## config.mk

```make
export PLATFORM = sky130hd
export DESIGN_NAME = pmc_power_mode_control
export DESIGN_NICKNAME = d
export VERILOG_FILES = /design/src/rtl/pmc_pkg.sv /design/src/rtl/pmc_power_mode_control.sv
export SDC_FILE = /design/constraint.sdc
export NUM_CORES = 1
export LEC_CHECK = 0
export ABC_AREA = 1
export BUFFER_PORTS_ARGS = -buffer_cell sky130_fd_sc_hd__buf_2
export CAP_MARGIN = 20
export CORE_ASPECT_RATIO = 1.25
export CORE_MARGIN = 2
export CORE_UTILIZATION = 42
export DETAILED_ROUTE_END_ITERATION = 10
export PLACE_DENSITY = 0.83
export REMOVE_ABC_BUFFERS = 1
export SLEW_MARGIN = 20
export SYNTH_ARGS = -nofsm -noshare
export SYNTH_HDL_FRONTEND = slang
export SYNTH_SLANG_ARGS = --single-unit
```

## constraint.sdc

```tcl
create_clock -name mclk -period 1.1 [get_ports mclk]
set_input_delay 0.11 -clock mclk [delete_from_list [all_inputs] [get_ports mclk]]
set_output_delay 0.11 -clock mclk [all_outputs]
set_load 0.02 [all_outputs]
```

## src/rtl/pmc_pkg.sv

```systemverilog
/*
  Package of the power mode control block: register map, field positions,
  reset values, pin-state structs and the block's state type.
  Assumes a single 100 MHz clock domain and a 32-bit Avalon-MM slave port.
*/
package pmc_pkg;

  // ****************************************************************
  // Register map (byte addresses)
  // ****************************************************************
  localparam logic [3:0] PMC_OFS_POWER_CONTROL = 4'h0; // Power control byte
  localparam logic [3:0] PMC_OFS_STATUS        = 4'h4; // Block state, read only
  localparam logic [3:0] PMC_OFS_SERIAL_TOP    = 4'h8; // Routed serial control bit 7

  // ****************************************************************
  // Power control field positions
  // ****************************************************************
  localparam int PMC_BIT_BAUD_DOUBLER   = 7;
  localparam int PMC_BIT_FRAMING_SELECT = 6;
  localparam int PMC_BIT_RESERVED       = 5;
  localparam int PMC_BIT_COLD_START     = 4;
  localparam int PMC_BIT_USER_ONE       = 3;
  localparam int PMC_BIT_USER_ZERO      = 2;
  localparam int PMC_BIT_POWER_DOWN     = 1;
  localparam int PMC_BIT_SLEEP          = 0;

  // ****************************************************************
  // Reset values
  // ****************************************************************
  localparam logic [7:0] PMC_POWER_CONTROL_RST = 8'h10; // Cold start set, rest zero
  localparam logic [7:0] PMC_WARM_KEEP_MASK    = 8'h10; // Cold start survives warm reset
  localparam logic       PMC_SERIAL_BIT_RST    = 1'h0;  // Both routed bits clear

  // ****************************************************************
  // Types
  // ****************************************************************
  typedef enum logic [1:0] {
    PMC_RUN,
    PMC_IDLE,
    PMC_POWER_DOWN,
    PMC_WAKE_HOLD
  } pmc_mode_t;

  // Pin states forced in emulation, plus the crystal oscillator run bit
  typedef struct packed {
    logic strobe_pullup;   // Both strobes weakly pulled high
    logic port0_float;     // Port 0 released
    logic port123_pullup;  // Ports 1..3 weakly pulled high
    logic osc_run;         // Crystal oscillator enabled
  } pmc_pins_t;

  typedef struct packed {
    logic [7:0] power_control;
    logic       serial_mode_bit_zero;
    logic       framing_error_flag;
    pmc_mode_t  mode;
    logic       emulation;
    logic       watchdog_run;
    logic       wake_irq;
    logic       rst_seen;
    logic [2:0] strobe_sync;
    logic [2:0] irq_sync;
    logic [1:0] pss_sync;
    logic [1:0] hwrst_sync;
    logic       ack;
    logic [31:0] rdata;
    pmc_pins_t  pins;
  } pmc_state_t;

endpackage

```

## src/rtl/pmc_power_mode_control.sv

```systemverilog
/*
  Power mode control: power control register, idle and power-down sequencing,
  watchdog run gating, cold-start flag and on-chip emulation entry.
  Assumes: resetn is the power-on reset (supply rising), hw_reset_n is the
  warm reset pin, ext_irq_n is a level external interrupt, all pins async.
*/
// Decided for this implementation: the placing of the registers and the Avalon-MM interface to the registers.
`timescale 1ns/1ps

// Function
// - Power-down stops watchdog counter, and oscillator outside emulation
// - Leave power-down on reset or enabled level interrupt
// - Service power-down wake interrupt only after line high; idle wake serviced while line low
// - Watchdog halted while wake interrupt stays low
// - Idle keeps oscillator and watchdog running
// - Strobe low with program strobe high sampled at reset release enters emulation
// - Emulation pulls up strobes, ports, floats port zero
// - Only normal reset leaves emulation
// - Cold-start flag bit 4 set at power-on
// - Software sets and clears cold-start flag
// - Bit 6 routes serial top bit
// - Bit 5 reserved, never written one
// - Bits 3 and 2 plain user flags
// - Bit 1 enters power-down, reset clears it
// - Bit 0 enters idle, interrupt or reset clears
// - Reset pattern cold-start set, others zero
module pmc_power_mode_control
  import pmc_pkg::*;
(
  input  wire logic        mclk,               // 100 MHz clock
  input  wire logic        resetn,             // Power-on reset, async, low
  input  wire logic        clk_en,             // Freezes all state when low
  // Avalon-MM slave
  input  wire logic [3:0]  avs_address,        // Byte address
  input  wire logic        avs_read,           // Read request
  input  wire logic        avs_write,          // Write request
  input  wire logic [31:0] avs_writedata,      // Write data
  input  wire logic [3:0]  avs_byteenable,     // Byte lanes
  output logic      [31:0] avs_readdata,       // Read data
  output logic             avs_waitrequest,    // Low for the answer cycle
  // Pins and neighbours
  input  wire logic        hw_reset_n,         // Warm reset pin, low active
  input  wire logic        ext_irq_n,          // Level external interrupt, low active
  input  wire logic        ext_irq_enable,     // Interrupt enabled, same clock
  input  wire logic        addr_strobe_n_in,   // Address latch strobe pin level
  input  wire logic        program_store_strobe_in, // Program store strobe pin level
  input  wire logic        frame_error_set,    // Serial receiver framing error pulse
  output logic             baud_doubler,       // Serial baud rate doubled
  output logic             cpu_halt,           // Core clock stopped (idle, power-down or wake hold)
  output logic             osc_enable,         // Crystal oscillator running
  output logic             watchdog_run,       // Watchdog counter may count
  output logic             wake_irq_service,   // Pulse: service wake interrupt
  output logic             emulation_mode,     // Emulation mode active
  output pmc_pins_t        emu_pins            // Pin states forced in emulation
);

  // ****************************************************************
  // State
  // ****************************************************************
  pmc_state_t s_q;  // Every flip-flop of the block
  pmc_state_t s_d;  // Next value

  // ****************************************************************
  // Next-state logic
  // ****************************************************************
  always_comb begin
    logic       wr_hit;    // Accepted write
    logic       rd_hit;    // Accepted read
    logic [7:0] wb;        // Low write byte, for the power control and serial top registers
    logic       irq_low;   // Synchronised interrupt level, high while the line is low
    logic       warm_rst;  // Synchronised warm reset held
    logic       rst_rel;   // Warm reset released this cycle
    s_d      = s_q;
    wb       = avs_writedata[7:0];
    irq_low  = ~s_q.irq_sync[1];
    warm_rst = ~s_q.hwrst_sync[1];
    rst_rel  = s_q.rst_seen & ~warm_rst;
    wr_hit   = avs_write & ~s_q.ack;
    rd_hit   = avs_read & ~s_q.ack;

    // Input synchronisers: stage 0 is read only by stage 1
    s_d.irq_sync   = {s_q.irq_sync[1], s_q.irq_sync[0], ext_irq_n};
    s_d.strobe_sync = {s_q.strobe_sync[1], s_q.strobe_sync[0], addr_strobe_n_in};
    s_d.pss_sync   = {s_q.pss_sync[0], program_store_strobe_in};
    s_d.hwrst_sync = {s_q.hwrst_sync[0], hw_reset_n};
    s_d.wake_irq   = 1'b0;
    s_d.ack        = wr_hit | rd_hit;

    // Framing flag: set by the receiver, set wins over a software clear
    if (frame_error_set) begin
      s_d.framing_error_flag = 1'b1;
    end

    // Register writes, one cycle answer
    if (wr_hit && avs_byteenable[0]) begin
      if (avs_address == PMC_OFS_POWER_CONTROL) begin
        s_d.power_control = wb;
        s_d.power_control[PMC_BIT_RESERVED] = 1'b0;
        if (s_q.power_control[PMC_BIT_SLEEP]) begin
          s_d.power_control[PMC_BIT_SLEEP] = 1'b1;
        end
      end else if (avs_address == PMC_OFS_SERIAL_TOP) begin
        if (s_q.power_control[PMC_BIT_FRAMING_SELECT]) begin
          s_d.framing_error_flag = wb[0] | frame_error_set;
        end else begin
          s_d.serial_mode_bit_zero = wb[0];
        end
      end
    end

    // Register reads
    if (rd_hit) begin
      case (avs_address)
        PMC_OFS_POWER_CONTROL: s_d.rdata = {24'h000000, s_q.power_control};
        PMC_OFS_STATUS:        s_d.rdata = {27'h0000000, s_q.watchdog_run,
                                            s_q.emulation, s_q.wake_irq, s_q.mode};
        PMC_OFS_SERIAL_TOP:    s_d.rdata = {31'h00000000,
                                            s_q.power_control[PMC_BIT_FRAMING_SELECT] ?
                                            s_q.framing_error_flag :
                                            s_q.serial_mode_bit_zero};
        default:               s_d.rdata = 32'h00000000;        // Unmapped reads zero
      endcase
    end

    // Power mode sequencing
    case (s_q.mode)
      PMC_RUN: begin
        if (s_q.power_control[PMC_BIT_POWER_DOWN]) begin
          s_d.mode = PMC_POWER_DOWN;
        end else if (s_q.power_control[PMC_BIT_SLEEP]) begin
          s_d.mode = PMC_IDLE;
        end
      end
      PMC_IDLE: begin
        // Oscillator and watchdog keep running; an enabled external interrupt wakes
        if (irq_low && ext_irq_enable) begin
          s_d.power_control[PMC_BIT_SLEEP] = 1'b0;
          s_d.mode = PMC_RUN;
          s_d.wake_irq = 1'b1;
        end
      end
      PMC_POWER_DOWN: begin
        // An enabled level interrupt wakes here, a warm reset below; edge sources are off
        if (irq_low && ext_irq_enable) begin
          s_d.mode = PMC_WAKE_HOLD;
        end
      end
      PMC_WAKE_HOLD: begin
        // Oscillator restarts; line held low by the partner
        if (!irq_low) begin
          s_d.mode = PMC_RUN;
          s_d.power_control[PMC_BIT_POWER_DOWN] = 1'b0;
          s_d.power_control[PMC_BIT_SLEEP] = 1'b0;
          s_d.wake_irq = 1'b1;
        end
      end
      default: s_d.mode = PMC_RUN;
    endcase

    // Watchdog gating: stopped in power-down and during the wake hold
    s_d.watchdog_run = (s_d.mode == PMC_RUN) || (s_d.mode == PMC_IDLE);

    // Warm reset: clears mode bits, keeps cold-start flag and emulation
    // sampling waits for release so the strobe level is caught then
    s_d.rst_seen = warm_rst;
    if (warm_rst) begin
      s_d.power_control = (s_q.power_control & PMC_WARM_KEEP_MASK);
      s_d.mode          = PMC_RUN;
      s_d.watchdog_run  = 1'b0;
      s_d.emulation     = 1'b0;
      s_d.serial_mode_bit_zero = PMC_SERIAL_BIT_RST;
      s_d.framing_error_flag   = PMC_SERIAL_BIT_RST;
    end else if (rst_rel) begin
      // Strobe still low with program strobe high at release
      s_d.emulation = ~s_q.strobe_sync[1] & s_q.pss_sync[1];
      s_d.watchdog_run = 1'b1;
    end

    // Emulation pin states
    s_d.pins.strobe_pullup  = s_d.emulation;
    s_d.pins.port0_float    = s_d.emulation;
    s_d.pins.port123_pullup = s_d.emulation;
    s_d.pins.osc_run        = s_d.emulation | (s_d.mode != PMC_POWER_DOWN);
  end

  // ****************************************************************
  // State register
  // ****************************************************************
  // Power-on reset loads the cold-start pattern; a warm reset does not
  always_ff @(posedge mclk or negedge resetn) begin
    if (!resetn) begin
      s_q                      <= '0;
      s_q.power_control        <= PMC_POWER_CONTROL_RST;
      s_q.mode                 <= PMC_RUN;
      s_q.watchdog_run         <= 1'b1;
      s_q.irq_sync             <= 3'h7;
      s_q.strobe_sync          <= 3'h7;
      s_q.pss_sync             <= 2'h3;
      s_q.hwrst_sync           <= 2'h3;
      s_q.pins.osc_run         <= 1'b1;
    end else if (clk_en) begin
      s_q <= s_d;
    end
  end

  // ****************************************************************
  // Outputs straight from flip-flops, avs_waitrequest inverted from ack, cpu_halt decoded from the mode
  // ****************************************************************
  assign avs_readdata     = s_q.rdata;
  assign avs_waitrequest  = ~s_q.ack;
  assign baud_doubler     = s_q.power_control[PMC_BIT_BAUD_DOUBLER];
  assign cpu_halt         = (s_q.mode != PMC_RUN);
  assign osc_enable       = s_q.pins.osc_run;
  assign watchdog_run     = s_q.watchdog_run;
  assign wake_irq_service = s_q.wake_irq;
  assign emulation_mode   = s_q.emulation;
  assign emu_pins         = s_q.pins;

endmodule

```

; ---- After elaboration in Yosys (flattened, before gate mapping)
; Cells that the tools add are included.
[totals]
register_bits = 58
inputBits = 51
out_inout_bits = 43
word_cells = 77
[classes]
n_eq_ne = 12
muxes = 26
bitwise_logic = 11
n_reduce_logical = 11
[ops]
columns = op, count
row1 = 8-bit case mux with 3 select lines, 1
row2 = 2-bit 2-to-1 mux, 10
row3 = 12-bit 2-to-1 mux, 1
row4 = 10-bit 2-to-1 mux, 1
row5 = 1-bit 2-to-1 mux, 9
row6 = 8-bit 2-to-1 mux, 1
row7 = 2-bit case mux with 4 select lines, 1
row8 = "2-bit by 1-bit inequality test with 1-bit output, second input constant", 3
row9 = "2-bit inequality test, second input constant", 3
row10 = 5-bit AND reduction, 1
row11 = 1-bit bitwise AND, 4
row12 = "2-bit by 1-bit == test with 1-bit output, second input constant", 2
row13 = "2-bit == test, second input constant", 2
row14 = "4-bit by 3-bit == test with 1-bit output, second input constant", 1
row15 = "4-bit == test, second input constant", 1
row16 = 2-bit logical NOT, 2
row17 = 4-bit logical NOT, 1
row18 = 1-bit inverter, 4
row19 = 1-bit case mux with 2 select lines, 2
row20 = 4-bit AND reduction, 1
row21 = 1-bit bitwise OR, 3
row22 = 3-bit AND reduction, 1
row23 = 1-bit logical AND, 2
row24 = 2-bit AND reduction, 1
row25 = other kinds (2), 2

; ---- Longest topological paths before layout
; Gate-level depths: netlist of the first run.
[depth]
word_depth = 10
ltp_mapped = 8
depth_no_buf = 8

; ---- Worst setup path after synthesis of the first run
; OpenSTA, ideal clock, no wires.
[synth_timing]
path_kind = register to register
start = register s_q[36] (netlist name)
end = register s_q[54] (netlist name)
setup_time_ns = 0.118
t_arrival_ns = 1.004
required_time_ns = 0.982
path_slack_ns = -0.022
path_stages_with_launch = 9
path_buffers = 0
synth_period_minus_slack_ns = 1.122
path_cell_list = dfrtp_1 > inv_2 > nand3_4 > nor2_1 > nand2_1 > nand2_1 > nand2_1 > nand2_1 > nand2_1
[synth_between]
elab_chain_len = 5
[synth_lines]
columns = item, line
row1 = start: declaration, pmc_power_mode_control.sv:60  ; pmc_state_t s_q;
row2 = 1-bit inverter, n/a
row3 = net avs_waitrequest, pmc_power_mode_control.sv:40  ; output logic avs_waitrequest,
row4 = 1-bit bitwise AND, pmc_power_mode_control.sv:78  ; wr_hit = avs_write & ~s_q.ack;
row5 = 1-bit logical AND, pmc_power_mode_control.sv:95  ; if (wr_hit && avs_byteenable[0]) begin
row6 = 2-bit by 1-bit inequality test with 1-bit output (no source line), n/a
row7 = 5-bit AND reduction (no source line), n/a
; The timed path passes the listed nets, and every way through them passes these cells.
; A chain may end at the register's enable or synchronous reset.

; ---- Worst setup path in the final report of the first run
[layout_timing]
start = register s_q[51] (netlist name)
end = output cpu_halt
[layout_between]
elab_chain_len = 1
[layout_lines]
columns = item, line
row1 = 2-bit nonzero test, pmc_power_mode_control.sv:212  ; assign cpu_halt = (s_q.mode != PMC_RUN);
row2 = end: declaration, pmc_power_mode_control.sv:49  ; output logic cpu_halt,
; No other way between the ends.

==> results of run 1 <==
## power by group
| group | leakage (nW) | internal, mW | switching (mW) |
|---|---|---|---|
| Combinational | 0.799 | 0.162 | 0.330 |
| Clock | 0.0681 | 0.900 | 0.442 |
| Sequential | 0.415 | 1.30 | 0.0354 |
## registers in the layout, indices dropped and copies added (netlist names)
register,flops
avs_readdata,8
baud_doubler,1
emu_pins,1
osc_enable,1
s_d,6
s_q,14
wake_irq_service,1
watchdog_run,1
## what timing repair did
item                                    4_1_cts  5_1_grt
hold buffers                                  1        0
endpoints found under the setup margin       16       27
hold endpoints to repair                     12        0
pin swaps                                     5        8
buffers inserted                              4        2
gates resized for setup                      23       20
## worst max-delay path: cells and delay by family, from the launching register on
| kind | cells | cell delay [ps] |
|---|---|---|
| flops | 1 | 400 |
| buf+inv | 3 | 310 |
| simple gates | 1 | 80 |
## final timing paths
path                                startpoint                           to  slack (ps)  cells after the start
max                        s_q[51]$_DFFE_PN0P_                     cpu_halt         -90                      4
min                           addr_strobe_n_in          s_d[45]$_DFFE_PN1P_           9                      3
max reg2reg                s_q[52]$_DFFE_PN0P_          s_q[55]$_DFFE_PN0P_         -60                      9
min reg2reg                s_d[40]$_DFFE_PN1P_          s_q[40]$_DFFE_PN1P_         460                      2
max in group asynchronous               resetn          s_q[38]$_DFFE_PN1P_         340                      3
min in group asynchronous               resetn  avs_readdata[1]$_DFFE_PN0P_         260                      2
## cell usage in the layout, fill, tap and decap left out, drive strengths merged
cell | synthesis | final
nand3b | 1 | 1
nor2 | 12 | 12
clkbuf | 1 | 5
a21oi | 4 | 4
bufinv | 0 | 2
buf | 39 | 57
o22ai | 2 | 2
inv | 27 | 27
nand2 | 84 | 84
dlygate4sd3 | 0 | 1
conb | 1 | 24
o211ai | 1 | 1
nand3 | 17 | 17
o21ai | 22 | 22
or2 | 1 | 1
dfrtp | 22 | 22
clkinv | 0 | 1
dfstp | 11 | 11
nor3 | 2 | 2
## per-stage QoR
stage          hold WS, ps  setup slack (ps)
4_1_cts               2.05             -66.5
3_5_place_dp          35.1             -46.4
3_3_place_gp          31.9             -23.3
2_1_floorplan         -186              -301
6_report              8.93             -90.3
5_1_grt               16.3              -127
## metal layers
metal | track usage, % | share of wire (%) | vias up | wire, um
met4 | 5.74 | 1.8 | 0 | 69
li1 | - | - | 807 | -
met3 | 4.37 | 6.4 | 9 | 251
met1 | 18.9 | 41 | 712 | 1620
met5 | 0 | 0 | - | 0
met2 | 27.0 | 51 | 61 | 1980
## logic make-up (layout without fill, tap and decap cells)
family          Yosys count  count (layout)
compound gates           29              29
buf+inv                  67              93
flops                    33              33
other cells               1              24
simple gates            117             117
## cell type report
type	instances	area [um^2]
Tap cell	58	72.6
Clock inverter	3	65.1
Clock buffer	5	68.8
Fill cell	416	2040
Timing Repair Buffer	58	390
Sequential cell	33	841
Inverter	27	104
Multi-Input combinational cell	170	841
==> metrics, run 1 <==
Area Overhead vs Synth 23.6%; clk buf depth 2; Vias/cell 4.49; post-route ant nets 0; Final min period roughly 1200 ps; First-pass DRT Iterations 4; mux contribution to synthesized area 0%; Clk Latency, worst-skew pair 290 ps; failing checks setup timing; DP Area 2090 um^2; final worst path period share 108%; layout cells sized above 1 between 30% and 40%; CTS Sinks 33; TritonCTS Buffers 5; worst IR drop on VDD 0.000891 V; Netlist cell types 24; area leader, netlist dfrtp_1; Vias between 1.5k and 2k; cells after synthesis 247; number of synthesized flops with an enable pin 0; fin nets 346; post-synthesis adder-cell area fraction 0%; hpwl dp 2.84 mm; top cells by area, synth dfrtp_1 29%, nand2_1 16%, dfstp_2 15%, buf_4 14%, o21ai_0 5.5%; pwr/cell area 1330 nW/um^2; Setup WS post-layout -90.3 ps; asr flop ratio synth 100%; CTS tree built; ys flop type dfrtp_1; Core ar. 4430 um^2; Yosys reg bits 33; status complete, but fails checks; Root Driver clkbuf_8; clock slew at reported path FFs 70 ps; Final Slew Violations 0; Synth Area in Compound Gates 7.98%; Fin Clk Skew 7.36 ps; Inst Count DP 339; top-area cell type share of the netlist area about 29%; largest net degree at the start of global routing 20; Max FO, Critical Path 2; sequential element share of the synthesized area 43.5%; Die W 64.6 um; Global Route Usage Sum 15.8%; vias in the first global route 1393; xor/xnor cell area share of the yosys netlist 0%; setup TNS -261 ps; first-pass GRT wire length 6.17 mm; synth warn 0; arrival time at the worst endpoint ~1100 ps; starting density of the core between 40% and 50%; Post-Layout Inst Area 2380 um^2; crit start category flip-flop; initial antenna violation count 0; max cap viols 0; main combinational cell family by area after synthesis simple AND/OR/NAND/NOR gates; Leak 1.28 nW; final WL 3.92 mm; Syn Area/Cell 7.81 um^2; worst path required time 990 ps; Setup-failing EPs final 10; critical path type flip-flop to output port; WL/cell about 11 um; Commonest cells post-synth 82 x nand2_1, 37 x buf_4, 25 x inv_1; die area slightly above 5000 um^2; # IOs 94; CP max stage cell dfrtp_1; Total Power 3.17 mW; most common cell in the netlist nand2_1; ant diodes 0; Non-Filler Instances about 350; H-tree levels 2; RSZ-0062 raised after global routing yes; DRC 0; standard-cell rows 27; # port buffers a little over 40; Post-Syn Area just under 2000 um^2; Most common cell on crit path buf_6; DR iter-0 viols 97; HP Class primary input to flip-flop; grt total ovfl 0; Synth Area in Simple Gates 27.9%; Final Hold Viols 0; slowest stage delay, CP 400 ps; Layout Utilization 53.8%; worst-path cell chain inv_2 -> nand2_2 -> buf_6 -> buf_6; FMAX 840 MHz; Die H around 80 um; Worst Setup End Kind output port; GPL Wtd Cong 0.863
Note: power is estimated with default switching activity, not from simulation.
==> run 2: changes to the inputs <==
--- a/config.mk
+++ b/config.mk
@@ -6,9 +6,8 @@
 export NUM_CORES = 1
 export LEC_CHECK = 0
 export ABC_AREA = 1
-export BUFFER_PORTS_ARGS = -buffer_cell sky130_fd_sc_hd__buf_2
+export BUFFER_PORTS_ARGS = -buffer_cell sky130_fd_sc_hd__buf_4
 export CAP_MARGIN = 20
-export CORE_ASPECT_RATIO = 1.25
 export CORE_MARGIN = 2
 export CORE_UTILIZATION = 42
 export DETAILED_ROUTE_END_ITERATION = 10
==> run 2 against run 1 <==
The flow still finishes with violations (setup timing). Routed wire length grew 4.9%. Non-clock buffer count increased by 2. Clock skew fell by 4.1 ps. Largest power group unchanged. Count of clock-buffer cells in the layout increased by 1. Core utilization rose by 0.85 points. Sequential share of layout area fell by 0.27 points. Clock power is 35% lower. Die area about the same. Final area grew 0.63%.
==> metrics, run 2 (synthesis results as in run 1) <==
die area 5150 um^2; Hold Crit Start avs_writedata[2]; Filler cells 410; pre-CTS setup slack -39.1 ps; Worst Setup End Kind flip-flop; DRC 0; CTS Sinks 33; Worst Hold Path EP s_q[57]$_DFFE_PN0P_; clk buf depth 2; worst path required time 1280 ps; final WL 4.11 mm; Reg2Reg Setup Slack -80 ps; FMAX 844 MHz; WL/cell 11.8 um; Die H 71.8 um; status complete, but fails checks; Max FO, Critical Path 6; max FFs per register 14; Total Power around 2.7 mW; initial antenna violation count 0; fin nets 348; R2R Path End s_q[53]$_DFFE_PN0P_; reg2reg start s_q[36]$_DFFE_PN0P_; arrival time at the worst endpoint 1360 ps; commonest non-fill, non-tap cells in the layout 75 x nand2_1, 54 x buf_4, 24 x conb_1, 22 x dfrtp_1, 19 x inv_1; Layout Utilization 54.7%; HP Class primary input to flip-flop; TritonCTS Buffers 5; Final min period around 1200 ps; largest net degree at the start of global routing 34; H-tree levels 2; Setup-failing EPs final 11; Vias/cell 4.69; max cap viols 0; CTS tree built; R2R depth 9; Leak 1.28 nW; Final Hold Viols 0; clock slew at reported path FFs 70 ps; first-pass GRT wire length about 7.0 mm; pwr/cell area ~1100 nW/um^2; most flop-heavy register s_q; Fin Clk Skew approximately 3.2 ps; failing checks setup timing; final worst path period share 108%; CP max stage cell dfrtp_1; vias in the first global route 1635; Most common cell on crit path inv_2; Core ar. approximately 4400 um^2; critical path type flip-flop to flip-flop; hpwl dp 2.93 mm; grt total ovfl 0; Die W 71.8 um; Vias 1642; commonest non-fill, non-tap cell in the layout nand2_1; post-route ant nets 0; Sequential Area 840 um^2; Hold Crit Depth 3; Final Slew Violations 0; Area Overhead vs Synth 24.3%; # port buffers 41; slowest stage delay, CP 370 ps; Global Route Usage Sum 17.4%; worst-path cell chain inv_2 -> nand3_4 -> buf_4 -> inv_2 -> nand2_2 -> inv_2 -> nand3_1 -> nand2_1 -> nand2_1; Setup WS post-layout -85.0 ps; crit start category flip-flop; Root Driver clkbuf_8; starting density of the core 44.0%; Clk Latency, worst-skew pair 290 ps; layout cells sized above 1 36.2%; worst IR drop on VDD 0.000612 V; First-pass DRT Iterations 4; multi-input logic area approximately 830 um^2; standard-cell rows 24; GPL Wtd Cong 0.800; ant diodes 0; # IOs 94; DR iter-0 viols 89; RSZ-0062 raised after global routing yes
[run 2: area by class of cell]
type	instances	share of cell area, %
Tap cell	52	2.71
Timing Repair Buffer	60	19.7
Multi-Input combinational cell	170	34.7
Inverter	27	4.44
Sequential cell	33	35.0
Clock buffer	6	3.03
Clock inverter	2	0.418
[run 2: routing by layer]
| metal | GRT usage [%] | wire, um |
|---|---|---|
| met1 | 21.7 | 1750 |
| met2 | 28.2 | 1980 |
| met3 | 5.34 | 306 |
| met4 | 6.92 | 74 |
| met5 | 0 | 0 |
[run 2: worst max-delay path by stage]
stage / from / to / slack [ps] / cells past startpoint
2_1_floorplan: emu_pins[1]$_DFFE_PN0P_ / osc_enable$_DFFE_PN1P_ / -300 / 4
3_3_place_gp: s_q[38]$_DFFE_PN1P_ / osc_enable$_DFFE_PN1P_ / -20 / 5
3_5_place_dp: s_q[38]$_DFFE_PN1P_ / osc_enable$_DFFE_PN1P_ / -40 / 5
4_1_cts: s_q[52]$_DFFE_PN0P_ / cpu_halt / -70 / 4
5_1_grt: s_q[36]$_DFFE_PN0P_ / s_q[59]$_DFFE_PN1P_ / -170 / 5
6_report: s_q[36]$_DFFE_PN0P_ / s_q[53]$_DFFE_PN0P_ / -80 / 9
[run 2: through the flow]
step	hold slack [ps]	cells	cell area (um^2)	TNS (ps)
2_1_floorplan	-186	230	1720	-731
3_3_place_gp	68.2	334	2180	-62.1
3_5_place_dp	72.5	334	2180	-226
4_1_cts	8.97	345	2330	-240
5_1_grt	28.4	350	2400	-1570
6_report	17.2	350	2400	-291
[run 2: worst max-delay path, delay by kind of cell, from the launching register on]
kind	cells	cell delay, ps
simple gates	5	370
buf+inv	4	340
flops	1	370
[run 2: repair_timing]
item / 4_1_cts / 5_1_grt
endpoints found under the setup margin: 11 / 21
hold endpoints to repair: 22 / 0
hold buffers: 1 / 0
buffers inserted: 5 / 6
gates resized for setup: 18 / 18
pin swaps: 14 / 10
[run 2: where the power goes]
| group | internal [mW] | total (mW) | switching [mW] |
|---|---|---|---|
| registers | 1.30 | 1.34 | 0.0347 |
| logic | 0.203 | 0.543 | 0.340 |
| clock network | 0.438 | 0.869 | 0.432 |
==> run 3: changes to the inputs <==
--- a/config.mk
+++ b/config.mk
@@ -8,12 +8,15 @@
 export ABC_AREA = 1
 export BUFFER_PORTS_ARGS = -buffer_cell sky130_fd_sc_hd__buf_4
 export CAP_MARGIN = 20
+export CELL_PAD_IN_SITES_DETAIL_PLACEMENT = 0
+export CELL_PAD_IN_SITES_GLOBAL_PLACEMENT = 1
 export CORE_MARGIN = 2
-export CORE_UTILIZATION = 42
+export CORE_UTILIZATION = 29
 export DETAILED_ROUTE_END_ITERATION = 10
 export PLACE_DENSITY = 0.83
 export REMOVE_ABC_BUFFERS = 1
-export SLEW_MARGIN = 20
+export SETUP_SLACK_MARGIN = 0.3
+export SLEW_MARGIN = 40
 export SYNTH_ARGS = -nofsm -noshare
 export SYNTH_HDL_FRONTEND = slang
 export SYNTH_SLANG_ARGS = --single-unit
==> run 3 against run 2 <==
The flow still finishes with violations (setup timing). Cell count is 13% higher. Sequential cell count is the same. First-iteration DRC count shrank 7.9%. Critical path type unchanged. Largest cell class is now multi-input combinational cells. Largest power group unchanged.
==> metrics, run 3 (synthesis results as in run 1) <==
# port buffers 41; Inst Count DP 362; Total Power about 2.9 mW; status complete, but fails checks; Layout Utilization 44.3%; FMAX 835 MHz; slowest stage delay, CP roughly 570 ps; largest net degree at the start of global routing 34; worst path required time 1320 ps; ant diodes 0; WL/cell 12.2 um; Fin Clk Skew roughly 9.8 ps; Final Hold Viols 0; Reg2Reg Setup Slack -100 ps; CP max stage cell dfstp_2; commonest non-fill, non-tap cells in the layout 63 x nand2_1, 46 x buf_4, 33 x buf_6, 24 x conb_1, 22 x dfrtp_1; Final Slew Violations 0; Die H ~86 um; DP Area 2230 um^2; Worst Setup End Kind flip-flop; clock slew at reported path FFs 70 ps; hpwl dp 3.08 mm; crit start category flip-flop; final WL 4.85 mm; grt total ovfl 0; Core ar. 6390 um^2; Hold Crit Start avs_writedata[7]; reg2reg start s_q[38]$_DFFE_PN1P_; RSZ-0062 raised after global routing yes; failing checks setup timing; vias in the first global route about 1.7k; First-pass DRT Iterations 4; post-route ant nets 0; Setup-failing EPs final 14; starting density of the core between 30% and 40%; Clk Latency, worst-skew pair 290 ps; DRC 0; Crit path max-delay family flip-flops; max cap viols 0; Hold Crit Depth 3; Die W 85.5 um; Vias 1704; WHS 13.8 ps; final worst path period share 109%; Root Driver clkbuf_8; arrival time at the worst endpoint 1420 ps; # IOs 94; GPL Wtd Cong 0.786; clk buf depth 2; initial antenna violation count 0; layout cells sized above 1 47.0%; H-tree levels 2; first-pass GRT wire length approximately 7.8 mm; DR iter-0 viols 82; TritonCTS Buffers 5; Leak 1.44 nW; max FFs per register 14; Worst Hold Path EP baud_doubler$_DFFE_PN0P_; die area 7320 um^2; setup TNS -730 ps; fin nets 369; Vias/cell 4.30; Area Overhead vs Synth 46.8%; Filler cells 627; worst IR drop on VDD between 0.0005 and 0.0006 V; CTS tree built; pwr/cell area a little over 1000 nW/um^2; CTS Sinks 33; R2R Path End s_q[59]$_DFFE_PN1P_; Final min period 1200 ps; Max FO, Critical Path 6; commonest non-fill, non-tap cell in the layout nand2_1; Non-Filler Instances 396; R2R depth 4; most flop-heavy register s_q; Post-Layout Inst Area 2830 um^2; critical path type flip-flop to flip-flop; pre-CTS setup slack -100 ps; Worst Path Buf+Inv 0; worst-path cell chain nand2_4 -> nor3_4 -> nand2_1 -> o21ai_1; Global Route Usage Sum 13.5%; standard-cell rows 29; HP Class primary input to flip-flop; Setup WS post-layout -97.2 ps
## run 3: changes by cell type in the layout (fill, tap and decap cells not counted), sizes merged
cell,previous run,this run
clkinv,2,1
clkbuf,6,7
nand3,17,18
buf,59,79
## run 3: worst register-to-register path, stage by stage, from the launching register on
cell and delay, ps:
dfstp_2 570, nand2_4 80, nor3_4 310, nand2_1 100
o21ai_1 90
## run 3: routing by layer
layer  up-vias  global-route usage, %  share of wire (%)
met5         -                      0                  0
met4         0                   3.90                1.2
met3         7                   3.56                6.4
met2        57                   22.7                 51
met1       783                   17.2                 41
li1        857                      -                  -
## run 3: layout make-up
class                   instances  area [um^2]  area share [%]
clock inverters                 1         5.00           0.177
repair buffers                 80          727            25.7
clock buffers                   7         76.3            2.70
inverters                      27          111            3.93
well taps                      77         96.3            3.40
multi-input cells             171          975            34.4
flip-flops and latches         33          840            29.7
## run 3: how the worst max path moves through the flow
stage	slack [ps]	end	from	depth (start not counted)
after floorplan	-300	osc_enable$_DFFE_PN1P_	emu_pins[1]$_DFFE_PN0P_	4
after global placement	-90	s_q[59]$_DFFE_PN1P_	s_q[38]$_DFFE_PN1P_	4
after detailed placement	-100	s_q[59]$_DFFE_PN1P_	s_q[38]$_DFFE_PN1P_	4
after CTS	-60	s_q[59]$_DFFE_PN1P_	s_q[36]$_DFFE_PN0P_	5
after global routing	-160	s_q[59]$_DFFE_PN1P_	s_q[38]$_DFFE_PN1P_	4
final	-100	s_q[59]$_DFFE_PN1P_	s_q[38]$_DFFE_PN1P_	4
## run 3: where the power goes
group / switching, mW / total [mW] / leakage, nW / internal [mW]
sequential: 0.0436 / 1.35 / 0.416 / 1.30
clock: 0.427 / 0.870 / 0.0422 / 0.443
combinational: 0.393 / 0.672 / 0.977 / 0.279
## run 3: what timing repair did
| action | CTS | global route |
|---|---|---|
| endpoints found under the hold margin | 22 | 0 |
| pin swaps | 19 | 21 |
| buffers inserted | 16 | 8 |
| gates cloned | 1 | 0 |
| gates resized for setup | 66 | 41 |
| hold buffers | 1 | 0 |
| setup endpoints to repair | 46 | 46 |
